## config.mk

```make
export PLATFORM = sky130hd
export DESIGN_NAME = dpc_host
export DESIGN_NICKNAME = d
export VERILOG_FILES = /design/src/core/dpc_pkg.sv /design/src/core/dpc_host.sv
export SDC_FILE = /design/constraint.sdc
export NUM_CORES = 1
export LEC_CHECK = 0
export BUFFER_PORTS_ARGS = -buffer_cell sky130_fd_sc_hd__buf_2
export CAP_MARGIN = 5
export CORE_ASPECT_RATIO = 1.75
export CORE_MARGIN = 5
export CORE_UTILIZATION = 50
export DETAILED_ROUTE_END_ITERATION = 6
export PLACE_DENSITY_LB_ADDON = 0.05
export REMOVE_ABC_BUFFERS = 1
export SKIP_LAST_GASP = 1
export SYNTH_ARGS = -nofsm -noshare
export SYNTH_HDL_FRONTEND = slang
export SYNTH_SLANG_ARGS = --single-unit
```

## constraint.sdc

```tcl
create_clock -name REF_CLK -period 2.81 [get_ports REF_CLK]
set_clock_uncertainty 0.2 [all_clocks]
set_input_delay 0.562 -clock REF_CLK [delete_from_list [all_inputs] [get_ports REF_CLK]]
set_output_delay 0.562 -clock REF_CLK [all_outputs]
set_load 0.02 [all_outputs]
```

## src/core/dpc_pkg.sv

```systemverilog
// Purpose: constants for the dual-port RAM port host controller
// Assumes: 100 MHz REF_CLK, fastest speed grade of the RAM
// Notes: cycle counts derived from ns figures
package dpc_pkg;
  localparam int CLK_PERIOD_NS = 10;
  localparam int ADDR_W = 14;
  localparam int DATA_W = 16;
  localparam int WRITE_PULSE_NS = 20;
  localparam int TURN_OFF_NS = 15;
  localparam int DATA_TO_WRITE_END_NS = 15;
  localparam int CS_ACCESS_NS = 25;
  localparam int LANE_ACCESS_NS = 25;
  localparam int OE_ACCESS_NS = 15;
  localparam int COLLISION_RELEASE_TO_DATA_NS = 35;
  localparam int FLAG_ACCESS_NS = 35;
  localparam int FLAG_PULSE_NS = 15;
  localparam int FLAG_WRITE_TO_READ_NS = 5;
  localparam int READ_CYCLE_NS = 25;
  // least times round up
  localparam int WRITE_CYC = (WRITE_PULSE_NS + CLK_PERIOD_NS - 1) / CLK_PERIOD_NS;
  localparam int WRITE_OE_CYC =
    (TURN_OFF_NS + DATA_TO_WRITE_END_NS + CLK_PERIOD_NS - 1) / CLK_PERIOD_NS;
  localparam int DATA_SETUP_CYC = (DATA_TO_WRITE_END_NS + CLK_PERIOD_NS - 1) / CLK_PERIOD_NS;
  localparam int FLAG_PULSE_CYC = (FLAG_PULSE_NS + CLK_PERIOD_NS - 1) / CLK_PERIOD_NS;
  localparam int FLAG_GAP_CYC = (FLAG_WRITE_TO_READ_NS + CLK_PERIOD_NS - 1) / CLK_PERIOD_NS;
  localparam int ARRAY_READ_NS = (CS_ACCESS_NS > LANE_ACCESS_NS) ? CS_ACCESS_NS : LANE_ACCESS_NS;
  // waiting for data is a least time for the host, round up plus sample margin
  localparam int ARRAY_READ_CYC = (ARRAY_READ_NS + CLK_PERIOD_NS - 1) / CLK_PERIOD_NS + 1;
  localparam int COLL_READ_CYC =
    (COLLISION_RELEASE_TO_DATA_NS + CLK_PERIOD_NS - 1) / CLK_PERIOD_NS + 1;
  localparam int FLAG_READ_CYC = (FLAG_ACCESS_NS + CLK_PERIOD_NS - 1) / CLK_PERIOD_NS + 1;
  localparam int CNT_W = 4;
endpackage

```

## src/core/dpc_host.sv

```systemverilog
// Purpose: host-side sequencer driving one port of a dual-port static RAM
// Assumes: RAM pins sampled synchronously to REF_CLK
// Notes: one request at a time; REQ_READY high when idle
`timescale 1ns/1ns
module dpc_host
(
  input wire logic REF_CLK,
  input wire logic RST_N,
  input wire logic REQ_VALID,
  output logic REQ_READY,
  input wire logic REQ_WRITE,
  input wire logic REQ_FLAG,
  input wire logic [dpc_pkg::ADDR_W-1:0] REQ_ADDR,
  input wire logic [dpc_pkg::DATA_W-1:0] REQ_WDATA,
  input wire logic [1:0] REQ_LANES,
  input wire logic COLLISION_N,
  output logic RSP_VALID,
  output logic [dpc_pkg::DATA_W-1:0] RSP_RDATA,
  output logic CHIP_SEL_N,
  output logic FLAG_SELECT_N,
  output logic RW_N,
  output logic OUT_EN_N,
  output logic HIGH_LANE_SEL_N,
  output logic LOW_LANE_SEL_N,
  output logic [dpc_pkg::ADDR_W-1:0] ADDR,
  input wire logic [dpc_pkg::DATA_W-1:0] DATA_I,
  output logic [dpc_pkg::DATA_W-1:0] DATA_O,
  output logic DATA_OE
);
  // ****************************************************
  // state
  // ****************************************************
  typedef enum logic [2:0] {IDLE, SETUP, WPULSE, RWAIT, RDONE, GAP} dpc_state_t;
  dpc_state_t state, next_state;
  logic [dpc_pkg::CNT_W-1:0] cnt, next_cnt;
  logic is_wr, next_is_wr, is_flag, next_is_flag;
  logic cs_n, next_cs_n, fs_n, next_fs_n, rw_n, next_rw_n, oe_n, next_oe_n;
  logic [1:0] lanes_n, next_lanes_n;
  logic [dpc_pkg::ADDR_W-1:0] addr, next_addr;
  logic [dpc_pkg::DATA_W-1:0] wdata, next_wdata, rdata, next_rdata;
  logic doe, next_doe, rsp, next_rsp;
  logic coll_seen, next_coll_seen;

  // ****************************************************
  // sequencer
  // ****************************************************
  always_comb
  begin
    next_state = state;
    next_cnt = cnt;
    next_is_wr = is_wr;
    next_is_flag = is_flag;
    next_cs_n = cs_n;
    next_fs_n = fs_n;
    next_rw_n = rw_n;
    next_oe_n = oe_n;
    next_lanes_n = lanes_n;
    next_addr = addr;
    next_wdata = wdata;
    next_rdata = rdata;
    next_doe = doe;
    next_rsp = 1'b0;
    next_coll_seen = coll_seen;
    case (state)
      IDLE:
      begin
        if (REQ_VALID)
        begin
          // address moves with the lane selects, while chip and flag selects are high
          next_addr = REQ_ADDR;
          next_wdata = REQ_WDATA;
          next_is_wr = REQ_WRITE;
          next_is_flag = REQ_FLAG;
          next_lanes_n = ~REQ_LANES;
          next_oe_n = 1'b1;
          next_coll_seen = 1'b0;
          next_state = SETUP;
        end
      end
      SETUP:
      begin
        // selection set one cycle after the address, held to write end
        next_cs_n = is_flag;
        next_fs_n = ~is_flag;
        if (is_wr)
        begin
          // strobe falls with select; oe stays high so RAM never drives
          next_rw_n = 1'b0;
          next_doe = 1'b1;
          next_cnt = is_flag ? dpc_pkg::CNT_W'(dpc_pkg::FLAG_PULSE_CYC)
                             : dpc_pkg::CNT_W'(dpc_pkg::WRITE_CYC);
          next_state = WPULSE;
        end
        else
        begin
          next_oe_n = 1'b0;
          next_cnt = is_flag ? dpc_pkg::CNT_W'(dpc_pkg::FLAG_READ_CYC)
                             : dpc_pkg::CNT_W'(dpc_pkg::ARRAY_READ_CYC);
          next_state = RWAIT;
        end
      end
      WPULSE:
      begin
        // oe high all through, so the plain pulse width is enough
        if (cnt > dpc_pkg::CNT_W'(1))
          next_cnt = cnt - dpc_pkg::CNT_W'(1);
        else
        begin
          // strobe and select rise together; data held one more cycle
          next_rw_n = 1'b1;
          next_cs_n = 1'b1;
          next_fs_n = 1'b1;
          next_cnt = dpc_pkg::CNT_W'(dpc_pkg::FLAG_GAP_CYC);
          next_state = GAP;
        end
      end
      RWAIT:
      begin
        // busy seen low means a same-address write on the far port
        // one restart per read keeps the wait bounded
        if (!COLLISION_N && !is_flag && !coll_seen)
        begin
          next_coll_seen = 1'b1;
          next_cnt = dpc_pkg::CNT_W'(dpc_pkg::COLL_READ_CYC);
        end
        else if (cnt > dpc_pkg::CNT_W'(1))
          next_cnt = cnt - dpc_pkg::CNT_W'(1);
        else
        begin
          next_rdata = DATA_I;
          next_rsp = 1'b1;
          next_cs_n = 1'b1;
          next_fs_n = 1'b1;
          next_oe_n = 1'b1;
          next_state = RDONE;
        end
      end
      RDONE:
      begin
        // selects just rose; give the ram its recovery gap
        next_cnt = dpc_pkg::CNT_W'(dpc_pkg::FLAG_GAP_CYC);
        next_state = GAP;
      end
      GAP:
      begin
        // hold time after write end, then release the bus
        next_doe = 1'b0;
        if (cnt > dpc_pkg::CNT_W'(1))
          next_cnt = cnt - dpc_pkg::CNT_W'(1);
        else
        begin
          // lanes rise last so the next address may move
          next_lanes_n = 2'h3;
          next_state = IDLE;
        end
      end
      default:
        next_state = IDLE;
    endcase
  end

  // ****************************************************
  // registers
  // ****************************************************
  // sync reset only; pins come up with all selects high
  always_ff @(posedge REF_CLK)
  begin
    if (!RST_N)
    begin
      state <= IDLE;
      cnt <= '0;
      is_wr <= 1'b0;
      is_flag <= 1'b0;
      cs_n <= 1'b1;
      fs_n <= 1'b1;
      rw_n <= 1'b1;
      oe_n <= 1'b1;
      lanes_n <= 2'h3;
      addr <= '0;
      wdata <= '0;
      rdata <= '0;
      doe <= 1'b0;
      rsp <= 1'b0;
      coll_seen <= 1'b0;
    end
    else
    begin
      state <= next_state;
      cnt <= next_cnt;
      is_wr <= next_is_wr;
      is_flag <= next_is_flag;
      cs_n <= next_cs_n;
      fs_n <= next_fs_n;
      rw_n <= next_rw_n;
      oe_n <= next_oe_n;
      lanes_n <= next_lanes_n;
      addr <= next_addr;
      wdata <= next_wdata;
      rdata <= next_rdata;
      doe <= next_doe;
      rsp <= next_rsp;
      coll_seen <= next_coll_seen;
    end
  end

  // ****************************************************
  // outputs
  // ****************************************************
  // the ram grants a contended flag to one port; software rereads it
  assign REQ_READY = (state == IDLE);
  assign RSP_VALID = rsp;
  assign RSP_RDATA = rdata;
  assign CHIP_SEL_N = cs_n;
  assign FLAG_SELECT_N = fs_n;
  assign RW_N = rw_n;
  assign OUT_EN_N = oe_n;
  assign HIGH_LANE_SEL_N = lanes_n[1];
  assign LOW_LANE_SEL_N = lanes_n[0];
  assign ADDR = addr;
  assign DATA_O = wdata;
  assign DATA_OE = doe;
endmodule

```

==> out/qor.log, run 1 <==
qor: routing.detailedRoute.firstIterationViolations 84
qor: power_and_ir_drop.power.switching 1.28 mW
qor: power_and_ir_drop.share_seq_of_total_power 0.377
qor: place.routabilityCongestion 0.814
qor: finish.finish.net_count 500
qor: floorplan.fp.dieH 110 um
qor: floorplan.initial_utilization 0.514
qor: power_and_ir_drop.total_leakage_power 1.55 nW
qor: power_and_ir_drop.fin_total_pwr 3.13 mW
qor: run_status.outcome finished, final reports clean
qor: synthesis.synth_top_cells_by_count sky130_fd_sc_hd__nand2_1 (105), sky130_fd_sc_hd__dfxtp_1 (64), sky130_fd_sc_hd__a21boi_0 (31)
qor: routing.detail_route.first_pass.iterations 4
qor: clock_network.cts_post_setup_buffers_inserted 0
qor: timing.timing.max_slew.rel_slack 0.561
qor: routing.vias_per_cell 5.08
qor: clock_network.post_cts_hold_buffer_count 0
qor: timing.final_hold_violation_count 0
qor: critical_path.endpoint_kind register
qor: synthesis.async_reset_ff_frac 0
qor: global_routing.grt_pass1_vias 2443
qor: synthesis.avgSynthCellArea 8.46 um2
qor: floorplan.floorplan_row_count 36
qor: clock_network.htree_levels 3
qor: power_and_ir_drop.power.internal 1.86 mW
qor: critical_path.nature_of_the_critical_path_startpoint register
qor: critical_path.slowest_delay 0.54 ns
qor: critical_path.cp_data_required_time 2.87 ns
qor: timing.worst-slew-pin-transition 0.650 ns
qor: floorplan.ios 109
qor: synthesis.synth-simple-area-share 0.224
qor: finish.area_growth 25.4%
qor: routing.route.vias.total 2657
qor: clock_network.cts_num_sinks 64
qor: synthesis.synth_edf_count 0
qor: routing.drt-wirelength-per-cell 13.1 um
qor: clock_network.path_clk_slew 0.07 ns
qor: critical_path.cp_cell_sequence inv_1 -> ha_1 -> o21ai_2 -> or3_1 -> nand2_1 -> a21boi_0
qor: finish.drive_gt1_frac 0.338
qor: place.detailedPlacementHpwl 5.10 mm
qor: synthesis.post-synth-top-area-fraction 0.450
qor: timing.finalSetupViolations 0
qor: clock_network.cts.repair.resized 0
qor: clock_network.cts-root-to-sink-buffers 2
qor: synthesis.yosysSeqAreaShare 0.450
qor: synthesis.synth_largest_area_cell sky130_fd_sc_hd__dfxtp_1
qor: power_and_ir_drop.power_switching_share 0.407
qor: critical_path.timing_worst_setup_path_type register to register
qor: global_routing.grt_antenna_before_repair 0
qor: synthesis.largest_family_of_logic_cells_by_synthesized_area compound AO/OA/AOI/OAI gates
qor: synthesis.postSynth.topFlopCell sky130_fd_sc_hd__dfxtp_1
qor: clock_network.clkLatencyLatePin 0.34 ns
qor: power_and_ir_drop.peakVddDrop 0.509 mV
qor: place.numPortBuffers 108
qor: timing.final_min_period_over_clock_period 0.785
qor: flow_run.maxCapViolations 0
qor: min_path.worst_min_delay_path_class register to register
qor: routing.sum_of_routed_wire_length_over_all_layers 6.86 mm
qor: synthesis.synthMostInstantiatedCell sky130_fd_sc_hd__nand2_1
qor: finish.insertedDiodeCount 0
qor: global_routing.grt_use_total 0.194
qor: floorplan.coreArea 5540 um2
qor: routing.ant_nets 0
qor: synthesis.parity_gate_share_of_the_synthesized_area_counting_xor_and_xnor_cells 0.00307
qor: synthesis.post_synth_inst_count 337
qor: synthesis.fraction_of_synthesized_area_in_multiplexers 0.00351
qor: critical_path.critical_path_buf_inv_count 1
qor: power_and_ir_drop.pwr-share-comb 0.405
qor: synthesis.synthAdderAreaFrac 0.0176
qor: clock_network.cts_root_buffer sky130_fd_sc_hd__clkbuf_8
qor: synthesis.synth_top_cells_by_area sky130_fd_sc_hd__dfxtp_1 (45%), sky130_fd_sc_hd__nand2_1 (14%), sky130_fd_sc_hd__a21boi_0 (8.2%)
qor: clock_network.cts_tree yes
qor: synthesis.yosys_warnings 0
qor: synthesis.mappedNetlistArea 2850 um2
qor: routing.remaining_drc_errors 0
qor: synthesis.synth_compound_gate_area_share 0.245
qor: global_routing.pin_count_of_the_biggest_net_entering_global_routing 43
qor: timing.setup_tns 0 ns
qor: global_routing.grt_overflow_total 0
qor: critical_path.crit_fanout 16
qor: timing.grt_setup_unrepaired no
qor: critical_path.critical-path-top-delay-family simple AND/OR/NAND/NOR gates
qor: clock_network.cts_buffers 9
qor: power_and_ir_drop.power-per-cell-area 877 nW/um2
qor: floorplan.fp.dieArea 7370 um2
qor: power_and_ir_drop.power.share.clock 0.218
qor: critical_path.worstPathArrival 2.26 ns
qor: synthesis.synth_cell_type_count 49
qor: timing.timing.final.max_slew_violations 0
qor: timing.minimum_period_implied_by_the_final_worst_setup_slack 2.21 ns
qor: global_routing.grt_first_pass_wirelength 10.9 mm
qor: critical_path.slowest_stage sky130_fd_sc_hd__or3_1
qor: floorplan.die_w 67.1 um
qor: timing.maxClockFrequency 0.453 GHz
qor: synthesis.synthesis_stage_register_bit_count 64
worst min-delay path, delay by kind of cell, from the launching register on:
family,cells,cell delay [ns]
flops,1,0.31
simple gates,1,0.05
compound gates,1,0.05
area by class of cell:
class                      count  area [um2]
clock buffer                  11         141
clock inverter                 5        32.5
fill                         519        1970
inverter                       7        26.3
multi-input combinational    245        1410
sequential                    64        1280
tap                           76        95.1
timing repair buffer         115         593
metal layers:
metal	track usage	wire length [um]	vias to the layer above
li1	-	-	1341
met2	0.336	3430	102
met1	0.197	2620	1185
met4	0.116	297	0
met5	0	0	-
met3	0.0634	516	29
final timing paths:
check	from	to	slack, ns	depth (start not counted)
min reg2reg	ADDR[4]	ADDR[4]	0.25	2
max	cnt[0]	RSP_RDATA[4]	0.60	6
max reg2reg	cnt[0]	RSP_RDATA[4]	0.60	6
min	ADDR[4]	ADDR[4]	0.25	2
metrics by stage:
step / instance area (um2) / worst slack [ns] / utilization / std cells / hold slack, ns
4_1_cts: 3570 / 0.561 / 0.645 / 523 / 0.237
2_1_floorplan: 2710 / 0.558 / - / 316 / 0.274
3_5_place_dp: 3400 / 0.581 / 0.614 / 507 / 0.241
3_3_place_gp: 3400 / 0.672 / 0.614 / 507 / 0.238
6_report: 3570 / 0.604 / 0.645 / 523 / 0.251
5_1_grt: 3570 / 0.366 / 0.645 / 523 / 0.244
state kept, by name, indices dropped and copies added, names as in the netlist:
| register | count |
|---|---|
| state | 3 |
| RSP_VALID | 1 |
| coll_seen | 1 |
| is_flag | 1 |
| RSP_RDATA | 16 |
| OUT_EN_N | 1 |
| is_wr | 1 |
| ADDR | 14 |
| DATA_OE | 1 |
| cnt | 4 |
| RW_N | 1 |
| lanes_n | 2 |
| DATA_O | 16 |
| FLAG_SELECT_N | 1 |
| CHIP_SEL_N | 1 |
power groups by stage:
stage          Clock [mW]  Sequential [mW]  Combinational, mW
6_report            0.684             1.18               1.27
5_1_grt             0.744             1.20               1.42
4_1_cts             0.708             1.18               1.28
3_5_place_dp            0             1.20               1.28
3_3_place_gp            0             1.19               1.26
2_1_floorplan           0             1.36              0.683
logic make-up after synthesis:
group                    after synthesis
AO/OA/AOI/OAI                         93
XOR/XNOR                               1
adder cells (fa/ha/maj)                4
buffers and inverters                 28
flip-flops                            64
multiplexers                           1
AND/OR/NAND/NOR                      146
placed cells by master (no fill, tap or decap), types with 4 or more instances in the layout:
cell type / n
sky130_fd_sc_hd__buf_2: 108
sky130_fd_sc_hd__nand2_1: 105
sky130_fd_sc_hd__dfxtp_1: 64
sky130_fd_sc_hd__a21boi_0: 31
sky130_fd_sc_hd__o21ai_0: 12
sky130_fd_sc_hd__nor2_1: 12
sky130_fd_sc_hd__a21boi_1: 11
sky130_fd_sc_hd__a21boi_2: 10
sky130_fd_sc_hd__clkbuf_8: 10
sky130_fd_sc_hd__a21oi_1: 7
sky130_fd_sc_hd__buf_4: 7
sky130_fd_sc_hd__inv_1: 6
sky130_fd_sc_hd__nor3_1: 5
sky130_fd_sc_hd__nand2_2: 4
sky130_fd_sc_hd__ha_1: 4
No activity file was read; power rests on OpenSTA's default activity.
==> inputs of run 2 (changes only) <==
--- a/config.mk
+++ b/config.mk
@@ -9,7 +9,7 @@
 export CAP_MARGIN = 5
 export CORE_ASPECT_RATIO = 1.75
 export CORE_MARGIN = 5
-export CORE_UTILIZATION = 50
+export CORE_UTILIZATION = 44
 export DETAILED_ROUTE_END_ITERATION = 6
 export PLACE_DENSITY_LB_ADDON = 0.05
 export REMOVE_ABC_BUFFERS = 1
==> constraint.sdc (replaced) <==
create_clock -name REF_CLK -period 1.9 [get_ports REF_CLK]
set_clock_uncertainty 0.2 [all_clocks]
set_input_delay 0.38 -clock REF_CLK [delete_from_list [all_inputs] [get_ports REF_CLK]]
set_output_delay 0.38 -clock REF_CLK [all_outputs]
set_load 0.02 [all_outputs]
==> out/qor.log, run 2 (synthesis results as in run 1) <==
qor: place.post_dp_cell_area 3520 um2 [was 3400 um2]
qor: clock_network.post_cts_hold_buffer_count 0 [unchanged]
qor: global_routing.grt_use_total 0.198 [was 0.194]
qor: finish.fillerInstances 610 [was 519]
qor: routing.route.vias.total 2693 [was 2657]
qor: finish.stdcell_count 538 [was 523]
qor: min_path.min_path_cells 3 [was 2]
qor: timing.timing.max_slew.rel_slack 0.786 [was 0.561]
qor: routing.detailedRoute.firstIterationViolations 98 [was 84]
qor: finish.leading_cell_types_in_the_layout_fill_and_taps_excluded sky130_fd_sc_hd__buf_2 (107), sky130_fd_sc_hd__nand2_1 (105), sky130_fd_sc_hd__dfxtp_1 (64) [was sky130_fd_sc_hd__buf_2 (108), sky130_fd_sc_hd__nand2_1 (105), sky130_fd_sc_hd__dfxtp_1 (64)]
qor: finish.post_route_core_utilization 0.599 [was 0.645]
qor: critical_path.worstPathArrival 1.23 ns [was 2.26 ns]
qor: floorplan.fp.dieArea 8250 um2 [was 7370 um2]
qor: min_path.worst_min_delay_path_class primary input to register [was register to register]
qor: power_and_ir_drop.share_seq_of_total_power 0.339 [was 0.377]
qor: finish.post-route-cell-area 3760 um2 [was 3570 um2]
qor: routing.sum_of_routed_wire_length_over_all_layers 7.55 mm [was 6.86 mm]
qor: power_and_ir_drop.pwr-share-comb 0.447 [was 0.405]
qor: timing.final_hold_violation_count 0 [unchanged]
qor: clock_network.cts_num_sinks 64 [unchanged]
qor: power_and_ir_drop.total_leakage_power 1.64 nW [was 1.55 nW]
qor: global_routing.grt_overflow_total 0 [unchanged]
qor: finish.area.sequential 1280 um2 [unchanged]
qor: global_routing.grt_met2_usage 0.346 [was 0.336]
qor: place.detailedPlacementHpwl 5.64 mm [was 5.10 mm]
qor: global_routing.grt_first_pass_wirelength 12.8 mm [was 10.9 mm]
qor: finish.layout.cells.most_common sky130_fd_sc_hd__buf_2 [unchanged]
qor: global_routing.grt_pass1_vias 2765 [was 2443]
qor: clock_network.cts_buffers 9 [unchanged]
qor: critical_path.nature_of_the_critical_path_startpoint register [unchanged]
qor: power_and_ir_drop.power.switching 1.99 mW [was 1.28 mW]
qor: routing.ant_nets 0 [unchanged]
qor: routing.drt-wirelength-per-cell 14.0 um [was 13.1 um]
qor: place.numPlacedInstances 523 [was 507]
qor: timing.worst-slew-pin-transition 0.318 ns [was 0.650 ns]
qor: timing.timing.final.max_slew_violations 0 [unchanged]
qor: power_and_ir_drop.power-per-cell-area 1360 nW/um2 [was 877 nW/um2]
qor: global_routing.grt_use_met3 0.0715 [was 0.0634]
qor: timing.minimum_period_implied_by_the_final_worst_setup_slack 1.81 ns
qor: place.numPortBuffers 108 [unchanged]
qor: place.routabilityCongestion 0.878 [was 0.814]
qor: global_routing.pin_count_of_the_biggest_net_entering_global_routing 35 [was 43]
qor: finish.drive_gt1_frac 0.362 [was 0.338]
qor: clock_network.htree_levels 3 [unchanged]
qor: power_and_ir_drop.power.internal 3.12 mW [was 1.86 mW]
qor: floorplan.coreArea 6280 um2 [was 5540 um2]
qor: floorplan.die_w 70.8 um [was 67.1 um]
qor: run_status.outcome finished, final reports clean [unchanged]
qor: power_and_ir_drop.power.share.clock 0.214 [was 0.218]
qor: clock_network.clkLatencyLatePin 0.34 ns [about the same]
qor: timing.finalSetupViolations 0 [unchanged]
qor: power_and_ir_drop.power_switching_share 0.390 [was 0.407]
qor: critical_path.timing_worst_setup_path_type register to primary output [was register to register]
qor: clock_network.cts-root-to-sink-buffers 2 [unchanged]
qor: place.place_ws -0.0136 ns [was 0.581 ns]
qor: clock_network.cts_root_buffer sky130_fd_sc_hd__clkbuf_8 [unchanged]
qor: finish.area_growth 31.9% [was 25.4%]
qor: finish.finish.net_count 514 [was 500]
qor: timing.maxClockFrequency 0.552 GHz
qor: critical_path.crit_fanout 6 [was 16]
qor: power_and_ir_drop.fin_total_pwr 5.12 mW [was 3.13 mW]
qor: critical_path.reg2reg_depth 5 [was 6]
qor: global_routing.grt_antenna_before_repair 0 [unchanged]
qor: floorplan.ios 109 [unchanged]
qor: global_routing.top_usage_layer met2 [unchanged]
qor: floorplan.initial_utilization 0.454 [was 0.514]
qor: routing.remaining_drc_errors 0 [unchanged]
qor: critical_path.endpoint_kind primary output [was register]
qor: global_routing.met1_usage 0.204 [was 0.197]
qor: timing.final_min_period_over_clock_period 0.954
qor: finish.insertedDiodeCount 0 [unchanged]
qor: critical_path.cp_data_required_time 1.32 ns [was 2.87 ns]
qor: timing.smallest_setup_slack_after_layout 0.0878 ns [was 0.604 ns]
qor: flow_run.maxCapViolations 0 [unchanged]
qor: finish.area_occupied_by_multi_input_gates 1440 um2 [was 1410 um2]
qor: floorplan.fp.dieH 116 um [was 110 um]
qor: power_and_ir_drop.peakVddDrop 0.759 mV [was 0.509 mV]
qor: clock_network.path_clk_slew 0.06 ns [was 0.07 ns]
qor: routing.detail_route.first_pass.iterations 4 [unchanged]
qor: clock_network.cts_tree yes [unchanged]
qor: routing.vias_per_cell 5.01 [was 5.08]
qor: floorplan.floorplan_row_count 38 [was 36]
[run 2: cell types whose count changed in the layout (fill, tap and decap cells not counted), sizes merged]
cell,delta
buf,+14
bufinv,+1
clkbuf,+1
clkinv,-2
clkinvlp,-3
[run 2: through the flow]
stage | hold WS [ns] | TNS, ns
5_1_grt | 0.0448 | -0.00808
3_5_place_dp | 0.246 | -0.0224
6_report | 0.0649 | 0
4_1_cts | 0.0449 | -0.00881
2_1_floorplan | 0.242 | -10.20
3_3_place_gp | 0.237 | 0
[run 2: per-layer routing]
layer | routed length, um | part of all wire
met1 | 2870 | 0.38
met2 | 3830 | 0.51
met3 | 631 | 0.084
met4 | 217 | 0.029
met5 | 0 | 0
[run 2: power by group through the flow]
stage	sequential (mW)	clock (mW)	combinational, mW
4_1_cts	1.73	1.14	2.23
6_report	1.73	1.10	2.29
3_3_place_gp	1.75	0	2.16
3_5_place_dp	1.76	0	2.17
2_1_floorplan	2.02	0	1.01
5_1_grt	1.76	1.20	2.53
[run 2: final timing paths]
check / startpoint / to / slack [ns]
hold / removal: REQ_FLAG / is_flag / 0.06
setup / recovery: state[1] / REQ_READY / 0.09
setup reg to reg: state[2] / cnt[2] / 0.09
hold reg to reg: ADDR[4] / ADDR[4] / 0.25
[run 2: area by class of cell]
class                           instances  share of cell area
Clock inverter                          1             0.00799
Tap cell                               80              0.0266
Inverter                                7             0.00699
Timing Repair Buffer                  129               0.196
Sequential cell                        64               0.341
Clock buffer                           12              0.0386
Multi-Input combinational cell        245               0.382
[run 2: worst max-delay path: stages, from the launching register on]
cell and delay [ns]:
sky130_fd_sc_hd__dfxtp_1 0.31, sky130_fd_sc_hd__buf_4 0.16, sky130_fd_sc_hd__nor3_4 0.15, sky130_fd_sc_hd__buf_4 0.14, sky130_fd_sc_hd__buf_4 0.13
[run 2: repair_timing]
item                       in CTS  in global routing
setup endpoints to repair       6                 10
gates resized for setup         3                  8
buffers inserted                2                  0
pin swaps                       2                  1
